<file path="src/verilog/asb_pkg.sv">
// Package for the async static memory byte-lane host controller
package asb_pkg;
	localparam int ADDR_W = 18;
	localparam int DATA_W = 16;
	localparam int LANE_W = 8;
	// Clock period in ns
	localparam int CLK_PERIOD_NS = 40;
	// Device timing figures in ns, slowest grade
	localparam int ADDR_ACCESS_TIME_NS = 25;
	localparam int OE_ACCESS_NS = 10;
	localparam int LANE_ACCESS_NS = 10;
	localparam int WRITE_PULSE_NS = 15;
	localparam int ADDR_TO_WRITE_END_NS = 15;
	localparam int LANE_TO_WRITE_END_NS = 15;
	localparam int DATA_SETUP_TO_WRITE_END_NS = 10;
	localparam int STROBE_TO_FLOAT_DELAY_NS = 10;
	localparam int OE_TO_FLOAT_NS = 10;
	// Least times round up to whole cycles, never below one
	function automatic int asb_cyc_min(input int ns);
		int c;
		c = (ns + CLK_PERIOD_NS - 1) / CLK_PERIOD_NS;
		return (c < 1) ? 1 : c;
	endfunction
	localparam int READ_CYC = asb_cyc_min(ADDR_ACCESS_TIME_NS);
	localparam int WRITE_CYC = asb_cyc_min(WRITE_PULSE_NS);
	localparam int FLOAT_CYC = asb_cyc_min(OE_TO_FLOAT_NS);
	localparam int CNT_W = 4;
	localparam logic [CNT_W-1:0] CNT_ZERO = 4'h0;
	localparam logic [CNT_W-1:0] CNT_ONE = 4'h1;
	localparam logic [1:0] LANES_OFF = 2'h3;

	typedef enum logic [2:0] {
		ASB_IDLE = 3'b000,
		ASB_READ = 3'b001,
		ASB_RD_DONE = 3'b010,
		ASB_WRITE = 3'b011,
		ASB_WR_END = 3'b100,
		ASB_FLOAT = 3'b101
	} asb_state_e;

	// User request
	typedef struct packed {
		logic write;
		logic [ADDR_W-1:0] addr;
		logic [DATA_W-1:0] wdata;
		logic [1:0] lane_n;
	} asb_req_s;

	// Memory pin outputs
	typedef struct packed {
		logic chip_select_n;
		logic output_enable_n;
		logic write_strobe_n;
		logic low_lane_select_n;
		logic high_lane_select_n;
		logic [ADDR_W-1:0] addr;
	} asb_pins_s;
endpackage
</file>
<file path="src/verilog/asb_host.sv">
// Host controller driving an async static memory with byte lanes
`timescale 1ns/1ns
`default_nettype none
// Operation
// - Write starts with both low, ends when either rises.
// - Data set-up and hold timed to the write-ending edge.
// - Address stable at least address-to-write-end before write ends.
// - Address may change at the write-ending edge.
// - Address valid no later than the write-starting edge.
// - Write data set up before write end; zero hold needed.
// - Lane select held at least lane-to-write-end before write end.
// - Strobe-ended write with enable low needs float plus set-up.
// - Read keeps strobe high, address valid by chip select fall.
module asb_host
	import asb_pkg::*;
(
	input wire logic clk,
	input wire logic rst,
	input wire logic req_valid,
	output logic req_ready,
	input wire asb_req_s req,
	output logic rsp_valid,
	output logic [DATA_W-1:0] rsp_rdata,
	input wire logic retention_req,
	output logic retention_ok,
	output asb_pins_s pins,
	input wire logic [DATA_W-1:0] dq_in,
	output logic [DATA_W-1:0] dq_out,
	output logic [DATA_W-1:0] dq_oe
);
	asb_state_e state_ff, nxt_state;
	logic [CNT_W-1:0] cnt_ff, nxt_cnt;
	asb_pins_s pins_ff;
	logic [DATA_W-1:0] wdata_ff;
	logic drive_ff;
	logic [DATA_W-1:0] rd_s1_ff, rd_s2_ff, rd_s3_ff;
	logic [DATA_W-1:0] rdata_ff;
	logic rsp_ff;
	logic accept;

	// Idle only; no queue, so requests wait here
	assign req_ready = (state_ff == ASB_IDLE) && !retention_req;
	assign accept = req_valid && req_ready;

	// Next state; read data must settle through the sampler too
	always_comb begin
		nxt_state = state_ff;
		nxt_cnt = cnt_ff;
		case (state_ff)
			ASB_IDLE: begin
				if (accept && req.write) begin
					nxt_state = ASB_WRITE;
					nxt_cnt = CNT_W'(WRITE_CYC);
				end else if (accept) begin
					nxt_state = ASB_READ;
					nxt_cnt = CNT_W'(READ_CYC + 2);
				end
			end
			ASB_READ: begin
				nxt_cnt = cnt_ff - CNT_ONE;
				if (cnt_ff == CNT_ONE) begin
					nxt_state = ASB_RD_DONE;
				end
			end
			ASB_RD_DONE: begin
				nxt_state = ASB_FLOAT;
				nxt_cnt = CNT_W'(FLOAT_CYC);
			end
			ASB_WRITE: begin
				nxt_cnt = cnt_ff - CNT_ONE;
				if (cnt_ff == CNT_ONE) begin
					nxt_state = ASB_WR_END;
				end
			end
			ASB_WR_END: begin
				nxt_state = ASB_FLOAT;
				nxt_cnt = CNT_W'(FLOAT_CYC);
			end
			ASB_FLOAT: begin
				nxt_cnt = cnt_ff - CNT_ONE;
				if (cnt_ff == CNT_ONE) begin
					nxt_state = ASB_IDLE;
				end
			end
			default: begin
				nxt_state = ASB_IDLE;
				nxt_cnt = CNT_ZERO;
			end
		endcase
	end

	always_ff @(posedge clk or posedge rst) begin
		if (rst) begin
			state_ff <= ASB_IDLE;
			cnt_ff <= CNT_ZERO;
		end else begin
			state_ff <= nxt_state;
			cnt_ff <= nxt_cnt;
		end
	end

	// Memory control pins; address and lanes settle with chip select
	always_ff @(posedge clk or posedge rst) begin
		if (rst) begin
			pins_ff <= '{1'b1, 1'b1, 1'b1, 1'b1, 1'b1, '0};
		end else begin
			case (nxt_state)
				ASB_READ: begin
					if (state_ff == ASB_IDLE) begin
						pins_ff.addr <= req.addr;
						{pins_ff.high_lane_select_n,
							pins_ff.low_lane_select_n} <= req.lane_n;
					end
					pins_ff.chip_select_n <= 1'b0;
					pins_ff.write_strobe_n <= 1'b1;
					pins_ff.output_enable_n <= 1'b0;
				end
				ASB_WRITE: begin
					if (state_ff == ASB_IDLE) begin
						pins_ff.addr <= req.addr;
						{pins_ff.high_lane_select_n,
							pins_ff.low_lane_select_n} <= req.lane_n;
					end
					pins_ff.chip_select_n <= 1'b0;
					pins_ff.write_strobe_n <= 1'b0;
					pins_ff.output_enable_n <= 1'b1;
				end
				default: begin
					// Strobe and select rise together; address is kept
					pins_ff.chip_select_n <= 1'b1;
					pins_ff.write_strobe_n <= 1'b1;
					pins_ff.output_enable_n <= 1'b1;
					{pins_ff.high_lane_select_n,
						pins_ff.low_lane_select_n} <= LANES_OFF;
				end
			endcase
		end
	end
	assign pins = pins_ff;

	// Data bus driven only during the write pulse; released at its ending edge
	always_ff @(posedge clk or posedge rst) begin
		if (rst) begin
			wdata_ff <= '0;
			drive_ff <= 1'b0;
		end else begin
			if (accept && req.write) begin
				wdata_ff <= req.wdata;
			end
			drive_ff <= (nxt_state == ASB_WRITE);
		end
	end
	assign dq_out = wdata_ff;
	assign dq_oe = drive_ff ? {DATA_W{1'b1}} : '0;

	// Read data sampler; pins are asynchronous to clk
	always_ff @(posedge clk or posedge rst) begin
		if (rst) begin
			rd_s1_ff <= '0;
			rd_s2_ff <= '0;
			rd_s3_ff <= '0;
		end else begin
			rd_s1_ff <= dq_in;
			rd_s2_ff <= rd_s1_ff;
			rd_s3_ff <= rd_s2_ff;
		end
	end

	// Capture only when stages agree, else keep last stable word
	always_ff @(posedge clk or posedge rst) begin
		if (rst) begin
			rdata_ff <= '0;
			rsp_ff <= 1'b0;
		end else begin
			rsp_ff <= (state_ff == ASB_RD_DONE);
			// A word that is still moving is not taken; last word stays
			if (state_ff == ASB_RD_DONE && rd_s2_ff == rd_s3_ff) begin
				rdata_ff <= rd_s3_ff;
			end
		end
	end
	assign rsp_valid = rsp_ff;
	assign rsp_rdata = rdata_ff;

	// Retention allowed only once the device sits deselected
	always_ff @(posedge clk or posedge rst) begin
		if (rst) begin
			retention_ok <= 1'b0;
		end else begin
			retention_ok <= retention_req && state_ff == ASB_IDLE &&
				pins_ff.chip_select_n;
		end
	end
endmodule
`default_nettype wire

</file>
<file path="config.mk">
export PLATFORM = sky130hd
export DESIGN_NAME = asb_host
export DESIGN_NICKNAME = d
export VERILOG_FILES = /design/src/verilog/asb_pkg.sv /design/src/verilog/asb_host.sv
export SDC_FILE = /design/constraint.sdc
export NUM_CORES = 1
export LEC_CHECK = 0
export BUFFER_PORTS_ARGS = -buffer_cell sky130_fd_sc_hd__buf_2
export CORE_MARGIN = 2
export CORE_UTILIZATION = 40
export CTS_CLUSTER_SIZE = 25
export DETAILED_ROUTE_END_ITERATION = 10
export PLACE_DENSITY = 0.69
export SLEW_MARGIN = 10
export SYNTH_ARGS = -nofsm -noshare
export SYNTH_HDL_FRONTEND = slang
export SYNTH_SLANG_ARGS = --single-unit
export TNS_END_PERCENT = 100
</file>
<file path="constraint.sdc">
create_clock -name clk -period 4.4 [get_ports clk]
set_input_delay 0.22 -clock clk [delete_from_list [all_inputs] [get_ports clk]]
set_output_delay 0.22 -clock clk [all_outputs]
set_load 0.02 [all_outputs]
</file>
# Yosys cells after proc, flatten, opt, wreduce, memory -nomap -nowiden
# Index checks and enable logic that the tools add are counted.
[totals]
in_bits = 57
regBits = 113
out_inout_bits = 74
[op_classes]
addsub = 1
n_reduce_logical = 12
eq_ne = 10
muxes = 12
[ops]
columns = ["cell", "n"]
rows = [
  ["$mux W20", 1],
  ["$eq A16 B16 Y1", 1],
  ["$mux W16", 1],
  ["$mux W3", 5],
  ["$pmux W3 S5", 1],
  ["$pmux W4 S3", 1],
  ["$pmux W5 S2", 1],
  ["$eq A3 B2 Y1 const B", 3],
  ["$mux W4", 2],
  ["$eq A3 B1 Y1 const B", 2],
  ["$eq A3 B3 Y1 const B", 2],
  ["$logic_and A1 B1 Y1", 6],
  ["$eq A4 B1 Y1 const B", 1],
  ["$reduce_or A2 Y1", 2],
  ["$sub A4 B1 Y4 const B", 1],
  ["$logic_not A3 Y1", 1],
  ["$ne A3 B2 Y1 const B", 1],
  ["$reduce_or A3 Y1", 1],
  ["$reduce_and A2 Y1", 1],
  ["$logic_not A1 Y1", 1],
]

# Depth between registers and ports, before layout
# Gate-level depths: netlist (run 1).
[depth]
ltp_word = 9
depth_mapped = 7

# Least setup slack after synthesis (run 1)
# No wires, ideal clock.
[synth_path]
path_kind = "flip-flop to flip-flop"
startpoint = "reg rd_s3_ff[5]"
endpoint = "reg rdata_ff[0], in the netlist rsp_rdata[0]"
stages_incl_launch_ff = 7
synth_period_minus_slack_ns = 1.644
slack_ns = 2.756
arrival_ns = 1.519
cell_sequence = "dfrtp_1 > xnor2_1 > nand4_1 > nor3_2 > nand4_4 > buf_6 > mux2_4"
[synth_via]
elab_chain_len = 2
[synth_rtl]
columns = ["element", "line", "text"]
rows = [
  ["from (decl)", "asb_host.sv:36", "logic [DATA_W-1:0] rd_s1_ff, rd_s2_ff, rd_s3_ff;"],
  ["from (signal assigned)", "asb_host.sv:165", "rd_s3_ff <= rd_s2_ff;"],
  ["$eq A16 B16 Y1", "asb_host.sv:177", "if (state_ff == ASB_RD_DONE && rd_s2_ff == rd_s3_ff) begin"],
  ["$logic_and A1 B1 Y1", "asb_host.sv:177", ""],
  ["to (signal assigned)", "asb_host.sv:178", "rdata_ff <= rd_s3_ff;"],
  ["to (decl)", "asb_host.sv:37", "logic [DATA_W-1:0] rdata_ff;"],
]
# Every way passes these cells.
# A chain may end at the register's enable or synchronous reset.

# Final worst setup path (run 1)
[layout_path]
startpoint = "reg rd_s3_ff[2]"
endpoint = "reg rdata_ff[0], in the netlist rsp_rdata[0]"
# Same word-level chain as after synthesis.

==> results of run 1 <==
-- logic make-up after synthesis --
group | share of synthesized area
fa+ha+maj | 0.00606
simple gates | 0.0536
flops | 0.686
xor+xnor | 0.0403
mux | 0.150
buf+inv | 0.0418
compound gates | 0.0215
-- where the power goes --
part | total [mW] | switching, mW | internal, mW
registers | 1.43 | 0.151 | 1.28
logic | 1.01 | 0.590 | 0.417
clock network | 1.36 | 0.470 | 0.894
-- sequential cells by signal, summed over array words and instances, names as in the netlist --
signal        cells
pins             23
rsp_valid         1
drive_ff          1
rd_s3_ff         16
rd_s2_ff         16
dq_out           16
cnt_ff            4
rd_s1_ff         16
retention_ok      1
state_ff          3
rsp_rdata        16
-- repair_timing --
item,CTS,global route
buffers inserted,0,0
hold buffers,54,0
hold endpoints to repair,126,0
-- metal layers --
| metal | vias to the layer above | GRT usage | share of wire |
|---|---|---|---|
| met5 | - | 0 | 0 |
| met4 | 0 | 0.0639 | 0.016 |
| met2 | 91 | 0.276 | 0.54 |
| li1 | 1246 | - | - |
| met1 | 1343 | 0.186 | 0.40 |
| met3 | 12 | 0.0476 | 0.042 |
-- stage by stage --
step	instance area, sq um	utilization
after global routing	5950	0.584
after floorplan	4130	-
after global placement	4810	0.472
final	5950	0.584
after CTS	5950	0.584
after detailed placement	4810	0.472
-- layout by cell type (no fill, tap or decap), drive strengths merged --
master,instances
xor2,4
inv,7
clkbuf,20
nand3,4
o31ai,1
dlygate4sd3,54
nor2,6
nor3,3
dfrtp,108
mux2,50
a31o,1
nand2b,1
a21oi,4
a211oi,1
o21ai,5
nor3b,3
and3,1
nand2,8
nand4,3
dfstp,5
xnor2,15
ha,2
mux2i,2
or2,1
nand3b,1
nor4,2
o22ai,1
buf,131
bufinv,3
a21o,1
clkinv,3
and2,1
a31oi,1
clkinvlp,4
-- final cells by class --
cell class	count	area share
inverters	5	0.00358
flip-flops and latches	113	0.476
multi-input cells	122	0.189
repair buffers	185	0.202
clock buffers	20	0.0749
clock inverters	12	0.0263
well taps	136	0.0286
-- final timing paths --
path,start,end,slack [ns],depth (start not counted)
worst max-delay path,rd_s3_ff[2]$_DFF_PP0_,rsp_rdata[0]$_DFFE_PP0P_,2.47,5
worst min-delay path,req[36],pins[21]$_DFF_PP1_,0.10,3
worst max register to register,rd_s3_ff[2]$_DFF_PP0_,rsp_rdata[0]$_DFFE_PP0P_,2.47,5
worst min register to register,rd_s1_ff[10]$_DFF_PP0_,rd_s2_ff[10]$_DFF_PP0_,0.34,0
max in group asynchronous,rst,rsp_rdata[9]$_DFFE_PP0P_,2.92,4
min in group asynchronous,rst,rd_s1_ff[5]$_DFF_PP0_,0.49,3
-- worst max-delay path, delay by kind of cell, from the launching register on --
kind,cells,cell delay [ns]
flip-flops,1,0.39
AND/OR/NAND/NOR,3,0.82
XOR/XNOR,1,0.18
multiplexers,1,0.42
==> out/qor.yml, run 1 <==
global_route:
  grt_pass1_wl_microns: 13800
  grt_pass1_vias: 2807
  grt_max_degree: 80
  track_usage: 0.160
  grt_antenna_before_repair: 0
  gr-total-overflow: 0
placed_design:
  place_ws_ns: 2.46
  placedCellCount: 507
  hpwlAfterDp_microns: 5220
  port_buffers: 130
  place_congestion: 0.787
synthesis:
  synth_area_leader_cell: "dfrtp_1"
  yosys_warnings: 0
  synthMostInstantiatedCell: "dfrtp_1"
  synthTopCellsByCount: "dfrtp_1 (108), mux2_2 (36), buf_4 (16), xnor2_1 (15), mux2_4 (10)"
  yosys_most_used_dff: "dfrtp_1"
  ys_seq_elements: 113
  syn_area_per_cell_sq_um: 15.8
  yosysSeqAreaShare: 0.686
  synth_edf_count: 0
  syn_inst: 262
  yosysUniqueCellTypes: 41
  synth_nets: 321
  synthArstFlopShare: 1.00
  netlist_area_sq_um: 4130
  synth_top_cell_area_share: 0.655
  ys_top_cells_by_area: "dfrtp_1 (65%), mux2_2 (9.8%), mux2_4 (3.6%), dfstp_2 (3.2%), xnor2_1 (3.2%)"
floorplanning:
  rows: 37
  die_h_microns: 106
  die-area_sq_um: 11200
  die_w_microns: 106
  coreArea_sq_um: 10200
  start_util: 0.405
  num_io_pins: 131
clock_network:
  cts_buffers: 17
  clockBufferDepth: 2
  cts_sinks: 113
  cts_root_buf: "clkbuf_8"
  htreeDepth: 4
  worstSkewPairLatency_ns: 0.50
  tritoncts: "built"
  cts_resized: 0
  clk_pin_slew_ns: 0.06
route:
  firstDrtPassIters: 5
  via_count: 2692
  drtAntennaViolNets: 0
  post-route-drc-count: 0
  drtIter0Drc: 90
  routedWlPerCell_microns: 14.5
  routed_wl_microns: 8600
  routed_via_density: 4.54
layout:
  diodes: 0
  drive_above_1_share: 0.486
  area_growth_syn_to_layout_pct: 44.1
  n_fill_cell: 836
  seqCellArea_sq_um: 2830
  multi_input_area_sq_um: 1120
  fin_cells: 593
  fin_nets: 503
sta:
  fin_crit_sh: 0.438
  rsz0062_at_grt: "false"
  slew_violations: 0
  fin_crit_ns: 1.93
  fin_ws_ns: 2.47
  skew_ns: 0.00727
  slew_headroom: 0.371
  fin_tns_setup_ns: 0
  hold_viol: 0
  setup_viol: 0
  worst_pin_slew_ns: 0.944
  fmax_mhz: 519
  hold_ws_ns: 0.102
pwr:
  vdd_drop_max_uv: 353
  power_mw: 3.80
  powerDensity_nw_per_um2: 639
  p_leak_nw: 2.93
critical_path:
  crit_arrival_ns: 2.31
  crit_required_ns: 4.78
  crit_fanout: 16
  crit_type: "register to register"
  cp-start-kind: "register"
  slowest_delay_ns: 0.42
  cp_cell_sequence: "xnor2_1 -> nand4_1 -> nor3_2 -> nand4_4 -> mux2_4"
  crit_slowest_cell: "mux2_4"
  cp-end-kind: "register"
status:
  status: "completed"
min_path:
  hold_class: "primary input to register"
job:
  max_cap_viol_count: 0
Note: power is estimated with default switching activity, not from simulation.
==> inputs of run 2 (changes only) <==
- clock period: 4.4 -> 1.9 ns (I/O delays scaled with it)
==> out/qor.yml, run 2 (synthesis results as in run 1) <==
critical_path:
  slowest_delay_ns: 0.39  # was 0.42 ns
  crit_fanout: 12  # was 16
  cp_cell_sequence: "buf_4 -> nor4_1 -> buf_2"  # was xnor2_1 -> nand4_1 -> nor3_2 -> nand4_4 -> mux2_4
  critPathBufInv: 2  # was 0
  crit_arrival_ns: 1.61  # was 2.31 ns
  r2r-start: "state_ff[2]$_DFF_PP0_"  # was rd_s3_ff[2]$_DFF_PP0_
  worstSetupStartpoint: "state_ff[1]$_DFF_PP0_"  # was rd_s3_ff[2]$_DFF_PP0_
  crit_type: "register to output port"  # was register to register
  crit_required_ns: 1.80  # was 4.78 ns
  cp-end-kind: "output port"  # was register
  cp-start-kind: "register"  # unchanged
  crit_slowest_cell: "dfrtp_1"  # was mux2_4
  crit_family: "buffers and inverters"  # was simple AND/OR/NAND/NOR gates
status:
  status: "completed"  # unchanged
clock_network:
  cts_sinks: 113  # unchanged
  post_cts_buffers: 0  # unchanged
  clk_pin_slew_ns: 0.05  # was 0.06 ns
  cts_buffers: 17  # unchanged
  worstSkewPairLatency_ns: 0.51  # was 0.50 ns
  htreeDepth: 4  # unchanged
  tritoncts: "built"  # unchanged
  cts_resized: 0  # unchanged
  cts_root_buf: "clkbuf_8"  # unchanged
  cts_hold_buf: 55  # was 54
  clockBufferDepth: 2  # unchanged
route:
  drtAntennaViolNets: 0  # unchanged
  wl_met2_microns: 4550  # was 4660 microns
  routed_via_density: 4.56  # was 4.54
  firstDrtPassIters: 4  # was 5
  routed_wl_microns: 8660  # was 8600 microns
  drtIter0Drc: 107  # was 90
  via_count: 2732  # was 2692
  routedWlPerCell_microns: 14.5  # about the same
  post-route-drc-count: 0  # unchanged
  wl_met3_microns: 391  # was 360 microns
  top_layer: "met4"  # unchanged
  wl_met1_microns: 3390  # was 3440 microns
sta:
  worst_pin_slew_ns: 0.562  # was 0.944 ns
  rsz0062_at_grt: "false"  # unchanged
  fin_crit_sh: 0.897
  skew_ns: 0.00474  # was 0.00727 ns
  hold_viol: 0  # unchanged
  slew_violations: 0  # unchanged
  fmax_mhz: 586
  slew_headroom: 0.625  # was 0.371
  fin_crit_ns: 1.71
  fin_tns_setup_ns: 0  # unchanged
  hold_ws_ns: 0.0448  # was 0.102 ns
  setup_viol: 0  # unchanged
placed_design:
  place_area_sq_um: 4880  # was 4810 sq um
  port_buffers: 130  # unchanged
  place_congestion: 0.774  # was 0.787
  hpwlAfterDp_microns: 5430  # was 5220 microns
  placedCellCount: 515  # was 507
floorplanning:
  start_util: 0.405  # unchanged
  num_io_pins: 131  # unchanged
  die_w_microns: 106  # unchanged
  die-area_sq_um: 11200  # unchanged
  rows: 37  # unchanged
  coreArea_sq_um: 10200  # unchanged
  die_h_microns: 106  # unchanged
layout:
  seqCellArea_sq_um: 2830  # unchanged
  diodes: 0  # unchanged
  drive_above_1_share: 0.490  # was 0.486
  area_growth_syn_to_layout_pct: 45.9  # was 44.1%
  fin_cells: 599  # was 593
  fin_nets: 512  # was 503
  n_fill_cell: 817  # was 836
  design_area_sq_um: 6020  # was 5950 sq um
  largest_reg_flops: 23  # unchanged
  final_cell_mix: "buf_2 (130), dfrtp_1 (108), dlygate4sd3_1 (55), mux2_2 (36), clkbuf_16 (16)"  # was buf_2 (130), dfrtp_1 (108), dlygate4sd3_1 (54), mux2_2 (36), clkbuf_16 (16)
  mostFrequentLayoutCell: "buf_2"  # unchanged
  multi_input_area_sq_um: 1120  # unchanged
global_route:
  grt_pass1_wl_microns: 14100  # was 13800 microns
  grt_max_degree: 114  # was 80
  grt_pass1_vias: 2868  # was 2807
  track_usage: 0.166  # was 0.160
  grt_antenna_before_repair: 0  # unchanged
  gr-total-overflow: 0  # unchanged
min_path:
  worstHoldStart: "req_valid"  # was req[36]
  hold_class: "primary input to register"  # unchanged
pwr:
  power_mw: 8.90  # was 3.80 mW
  vdd_drop_max_uv: 876  # was 353 uV
  p_leak_nw: 2.97  # was 2.93 nW
  powerDensity_nw_per_um2: 1480  # was 639 nW/um^2
job:
  max_cap_viol_count: 0  # unchanged
## run 2: path summary, 6_finish.rpt
| path | to | slack (ns) | depth (start not counted) |
|---|---|---|---|
| worst max register to register | pins[5]$_DFFE_PP0P_ | 0.20 | 3 |
| worst min-delay path | cnt_ff[0]$_DFFE_PP0P_ | 0.04 | 3 |
| min in group asynchronous | rd_s1_ff[12]$_DFF_PP0_ | 0.31 | 4 |
| worst max-delay path | req_ready | 0.19 | 3 |
| max in group asynchronous | pins[22]$_DFF_PP1_ | 1.19 | 4 |
| worst min register to register | rd_s2_ff[14]$_DFF_PP0_ | 0.34 | 0 |
## run 2: tightest hold or removal path, delay by kind of cell
family | cells | cell delay (ns)
simple gates | 1 | 0.19
buf+inv | 1 | 0.11
compound gates | 1 | 0.12
## run 2: layout make-up
type | count | area share
well taps | 136 | 0.0282
multi-input cells | 122 | 0.186
clock inverters | 10 | 0.0270
flip-flops and latches | 113 | 0.470
repair buffers | 194 | 0.213
clock buffers | 19 | 0.0717
inverters | 5 | 0.00374
## run 2: routing by layer
layer	up-vias	GRT usage
met5	-	0
met4	0	0.113
met3	24	0.0489
met2	94	0.274
met1	1353	0.186
li1	1261	-
## run 2: metrics by stage
step	utilization	worst slack, ns
2_1_floorplan	-	0.256
3_3_place_gp	0.479	0.221
3_5_place_dp	0.479	0.177
4_1_cts	0.592	0.173
5_1_grt	0.592	0.0644
6_report	0.592	0.195
## run 2: power by group
part | internal [mW] | switching (mW) | total, mW
sequential | 2.97 | 0.313 | 3.28
combinational | 1.03 | 1.43 | 2.46
clock | 2.13 | 1.02 | 3.15
total | 6.14 | 2.77 | 8.90
==> inputs of run 3 (changes only) <==
- PLACE_DENSITY: 0.69 -> 0.72
- TNS_END_PERCENT: 100 -> 20
- clock period: 1.9 -> 1.4 ns (I/O delays scaled with it)
==> out/qor.yml, run 3 (synthesis results as in run 1) <==
layout:
  fin_nets: 529  # was 512
  final_cell_mix: "buf_2 (129), dfrtp_1 (105), dlygate4sd3_1 (56), mux2_2 (36), buf_4 (19)"  # was buf_2 (130), dfrtp_1 (108), dlygate4sd3_1 (55), mux2_2 (36), clkbuf_16 (16)
  drive_above_1_share: 0.545  # was 0.490
  largest_reg_flops: 23  # unchanged
  mostFrequentLayoutCell: "buf_2"  # unchanged
  diodes: 0  # unchanged
  final_util: 0.617  # was 0.592
  area_growth_syn_to_layout_pct: 52.3  # was 45.9%
global_route:
  grt_pass1_vias: 2945  # was 2868
  grt_pass1_wl_microns: 14400  # was 14100 microns
  grt_antenna_before_repair: 0  # unchanged
  track_usage: 0.169  # was 0.166
  gr-total-overflow: 0  # unchanged
  grt_max_degree: 114  # unchanged
sta:
  skew_ns: 0.00638  # was 0.00474 ns
  fin_crit_ns: 1.72
  setup_viol: 22  # was 0
  hold_ws_ns: 0.205  # was 0.0448 ns
  rsz0062_at_grt: "true"  # was false
  fin_crit_sh: 1.23
  hold_viol: 0  # unchanged
  slew_violations: 0  # unchanged
  fmax_mhz: 582
  worst_pin_slew_ns: 0.575  # was 0.562 ns
  fin_ws_ns: -0.319  # was 0.195 ns
  slew_headroom: 0.616  # was 0.625
job:
  max_cap_viol_count: 0  # unchanged
route:
  routedWlPerCell_microns: 14.1  # was 14.5 microns
  drtAntennaViolNets: 0  # unchanged
  routed_wl_microns: 8750  # was 8660 microns
  post-route-drc-count: 0  # unchanged
  routed_via_density: 4.46  # was 4.56
  drtIter0Drc: 73  # was 107
  via_count: 2758  # was 2732
  firstDrtPassIters: 4  # unchanged
pwr:
  power_mw: 12.4  # was 8.90 mW
  powerDensity_nw_per_um2: 1970  # was 1480 nW/um^2
  vdd_drop_max_uv: 1520  # was 876 uV
  p_leak_nw: 3.09  # was 2.97 nW
critical_path:
  crit_family: "simple AND/OR/NAND/NOR gates"  # was buffers and inverters
  crit_required_ns: 1.79  # was 1.80 ns
  cp_cell_sequence: "xnor2_1 -> nand3_2 -> nor3_4 -> nand4_4 -> buf_6 -> mux2_4"  # was buf_4 -> nor4_1 -> buf_2
  critPathBufInv: 1  # was 2
  cp-end-kind: "register"  # was output port
  crit_fanout: 8  # was 12
  reg2reg_setup_slack_ns: -0.32  # was 0.20 ns
  cp-start-kind: "register"  # unchanged
  crit_arrival_ns: 2.11  # was 1.61 ns
  slowest_delay_ns: 0.39  # about the same
  crit_type: "register to register"  # was register to output port
  crit_slowest_cell: "dfrtp_1"  # unchanged
status:
  violations: "setup timing"
  status: "complete, but fails checks"  # was completed
clock_network:
  cts_sinks: 113  # unchanged
  cts_buffers: 17  # unchanged
  cts_root_buf: "clkbuf_8"  # unchanged
  tritoncts: "built"  # unchanged
  worstSkewPairLatency_ns: 0.51  # about the same
  clockBufferDepth: 2  # unchanged
  post_cts_buffers: 0  # unchanged
  clk_pin_slew_ns: 0.06  # was 0.05 ns
  htreeDepth: 4  # unchanged
floorplanning:
  die_h_microns: 106  # unchanged
  die-area_sq_um: 11200  # unchanged
  num_io_pins: 131  # unchanged
  coreArea_sq_um: 10200  # unchanged
  rows: 37  # unchanged
  start_util: 0.405  # unchanged
  die_w_microns: 106  # unchanged
min_path:
  hold_class: "primary input to register"  # unchanged
placed_design:
  hpwlAfterDp_microns: 5290  # was 5430 microns
  place_ws_ns: -0.376  # was 0.177 ns
  place_congestion: 0.786  # was 0.774
  port_buffers: 130  # unchanged
==> run 3: cell count changes in the layout (fill, tap and decap cells not counted), moves of 4 or more <==
cell | previous run | this run
inv_6 | 0 | 4
clkinvlp_4 | 3 | 7
buf_4 | 8 | 19
buf_6 | 0 | 4
==> run 3: final cells by class <==
cell class                 count  area [sq um]
multi-input combinational    122          1220
timing repair buffer         211          1450
clock buffer                  18           428
inverter                       5          22.5
clock inverter                14           154
fill                         780          3900
tap                          136           170
sequential                   113          2840
==> run 3: worst reg2reg max path, stage by stage, from the launching register on <==
cell and delay (ns):
dfrtp_1 0.39, xnor2_1 0.21, nand3_2 0.15, nor3_4 0.24, nand4_4 0.13, buf_6 0.18, mux2_4 0.29
==> run 3: timing repair <==
action / CTS / global route
endpoints found under the hold margin: 163 / 0
endpoints found under the setup margin: 54 / 62
pin swaps: 7 / 4
hold buffers: 56 / 0
resized for setup: 14 / 13
==> run 3: per-stage QoR <==
step           cell area [sq um]  TNS [ns]  std cells
6_report                    6290     -5.13        619
4_1_cts                     6230     -5.37        619
2_1_floorplan               4130     -9.52        262
3_3_place_gp                5020     -5.06        531
3_5_place_dp                5020     -6.41        531
5_1_grt                     6290     -6.94        619
==> run 3: metal layers <==
metal | track usage | vias up | wire, microns
li1 | - | 1296 | -
met1 | 0.204 | 1366 | 3610
met2 | 0.281 | 82 | 4550
met3 | 0.0445 | 14 | 397
met4 | 0.0799 | 0 | 185
met5 | 0 | - | 0
==> run 3: power breakdown <==
| part | total, mW | internal, mW | switching, mW |
|---|---|---|---|
| combinational | 3.78 | 1.74 | 2.05 |
| sequential | 4.45 | 4.03 | 0.417 |
| clock | 4.15 | 2.59 | 1.55 |
==> run 3: path summary, 6_finish.rpt <==
check,end,cells past startpoint,from
setup / recovery,rsp_rdata[6]$_DFFE_PP0P_,6,rd_s3_ff[7]$_DFF_PP0_
hold / removal,rd_s1_ff[2]$_DFF_PP0_,2,dq_in[2]
setup reg to reg,rsp_rdata[6]$_DFFE_PP0P_,6,rd_s3_ff[7]$_DFF_PP0_
hold reg to reg,rd_s2_ff[13]$_DFF_PP0_,0,rd_s1_ff[13]$_DFF_PP0_
max in group asynchronous,drive_ff$_DFF_PP0_,4,rst
min in group asynchronous,pins[2]$_DFFE_PP0P_,4,rst
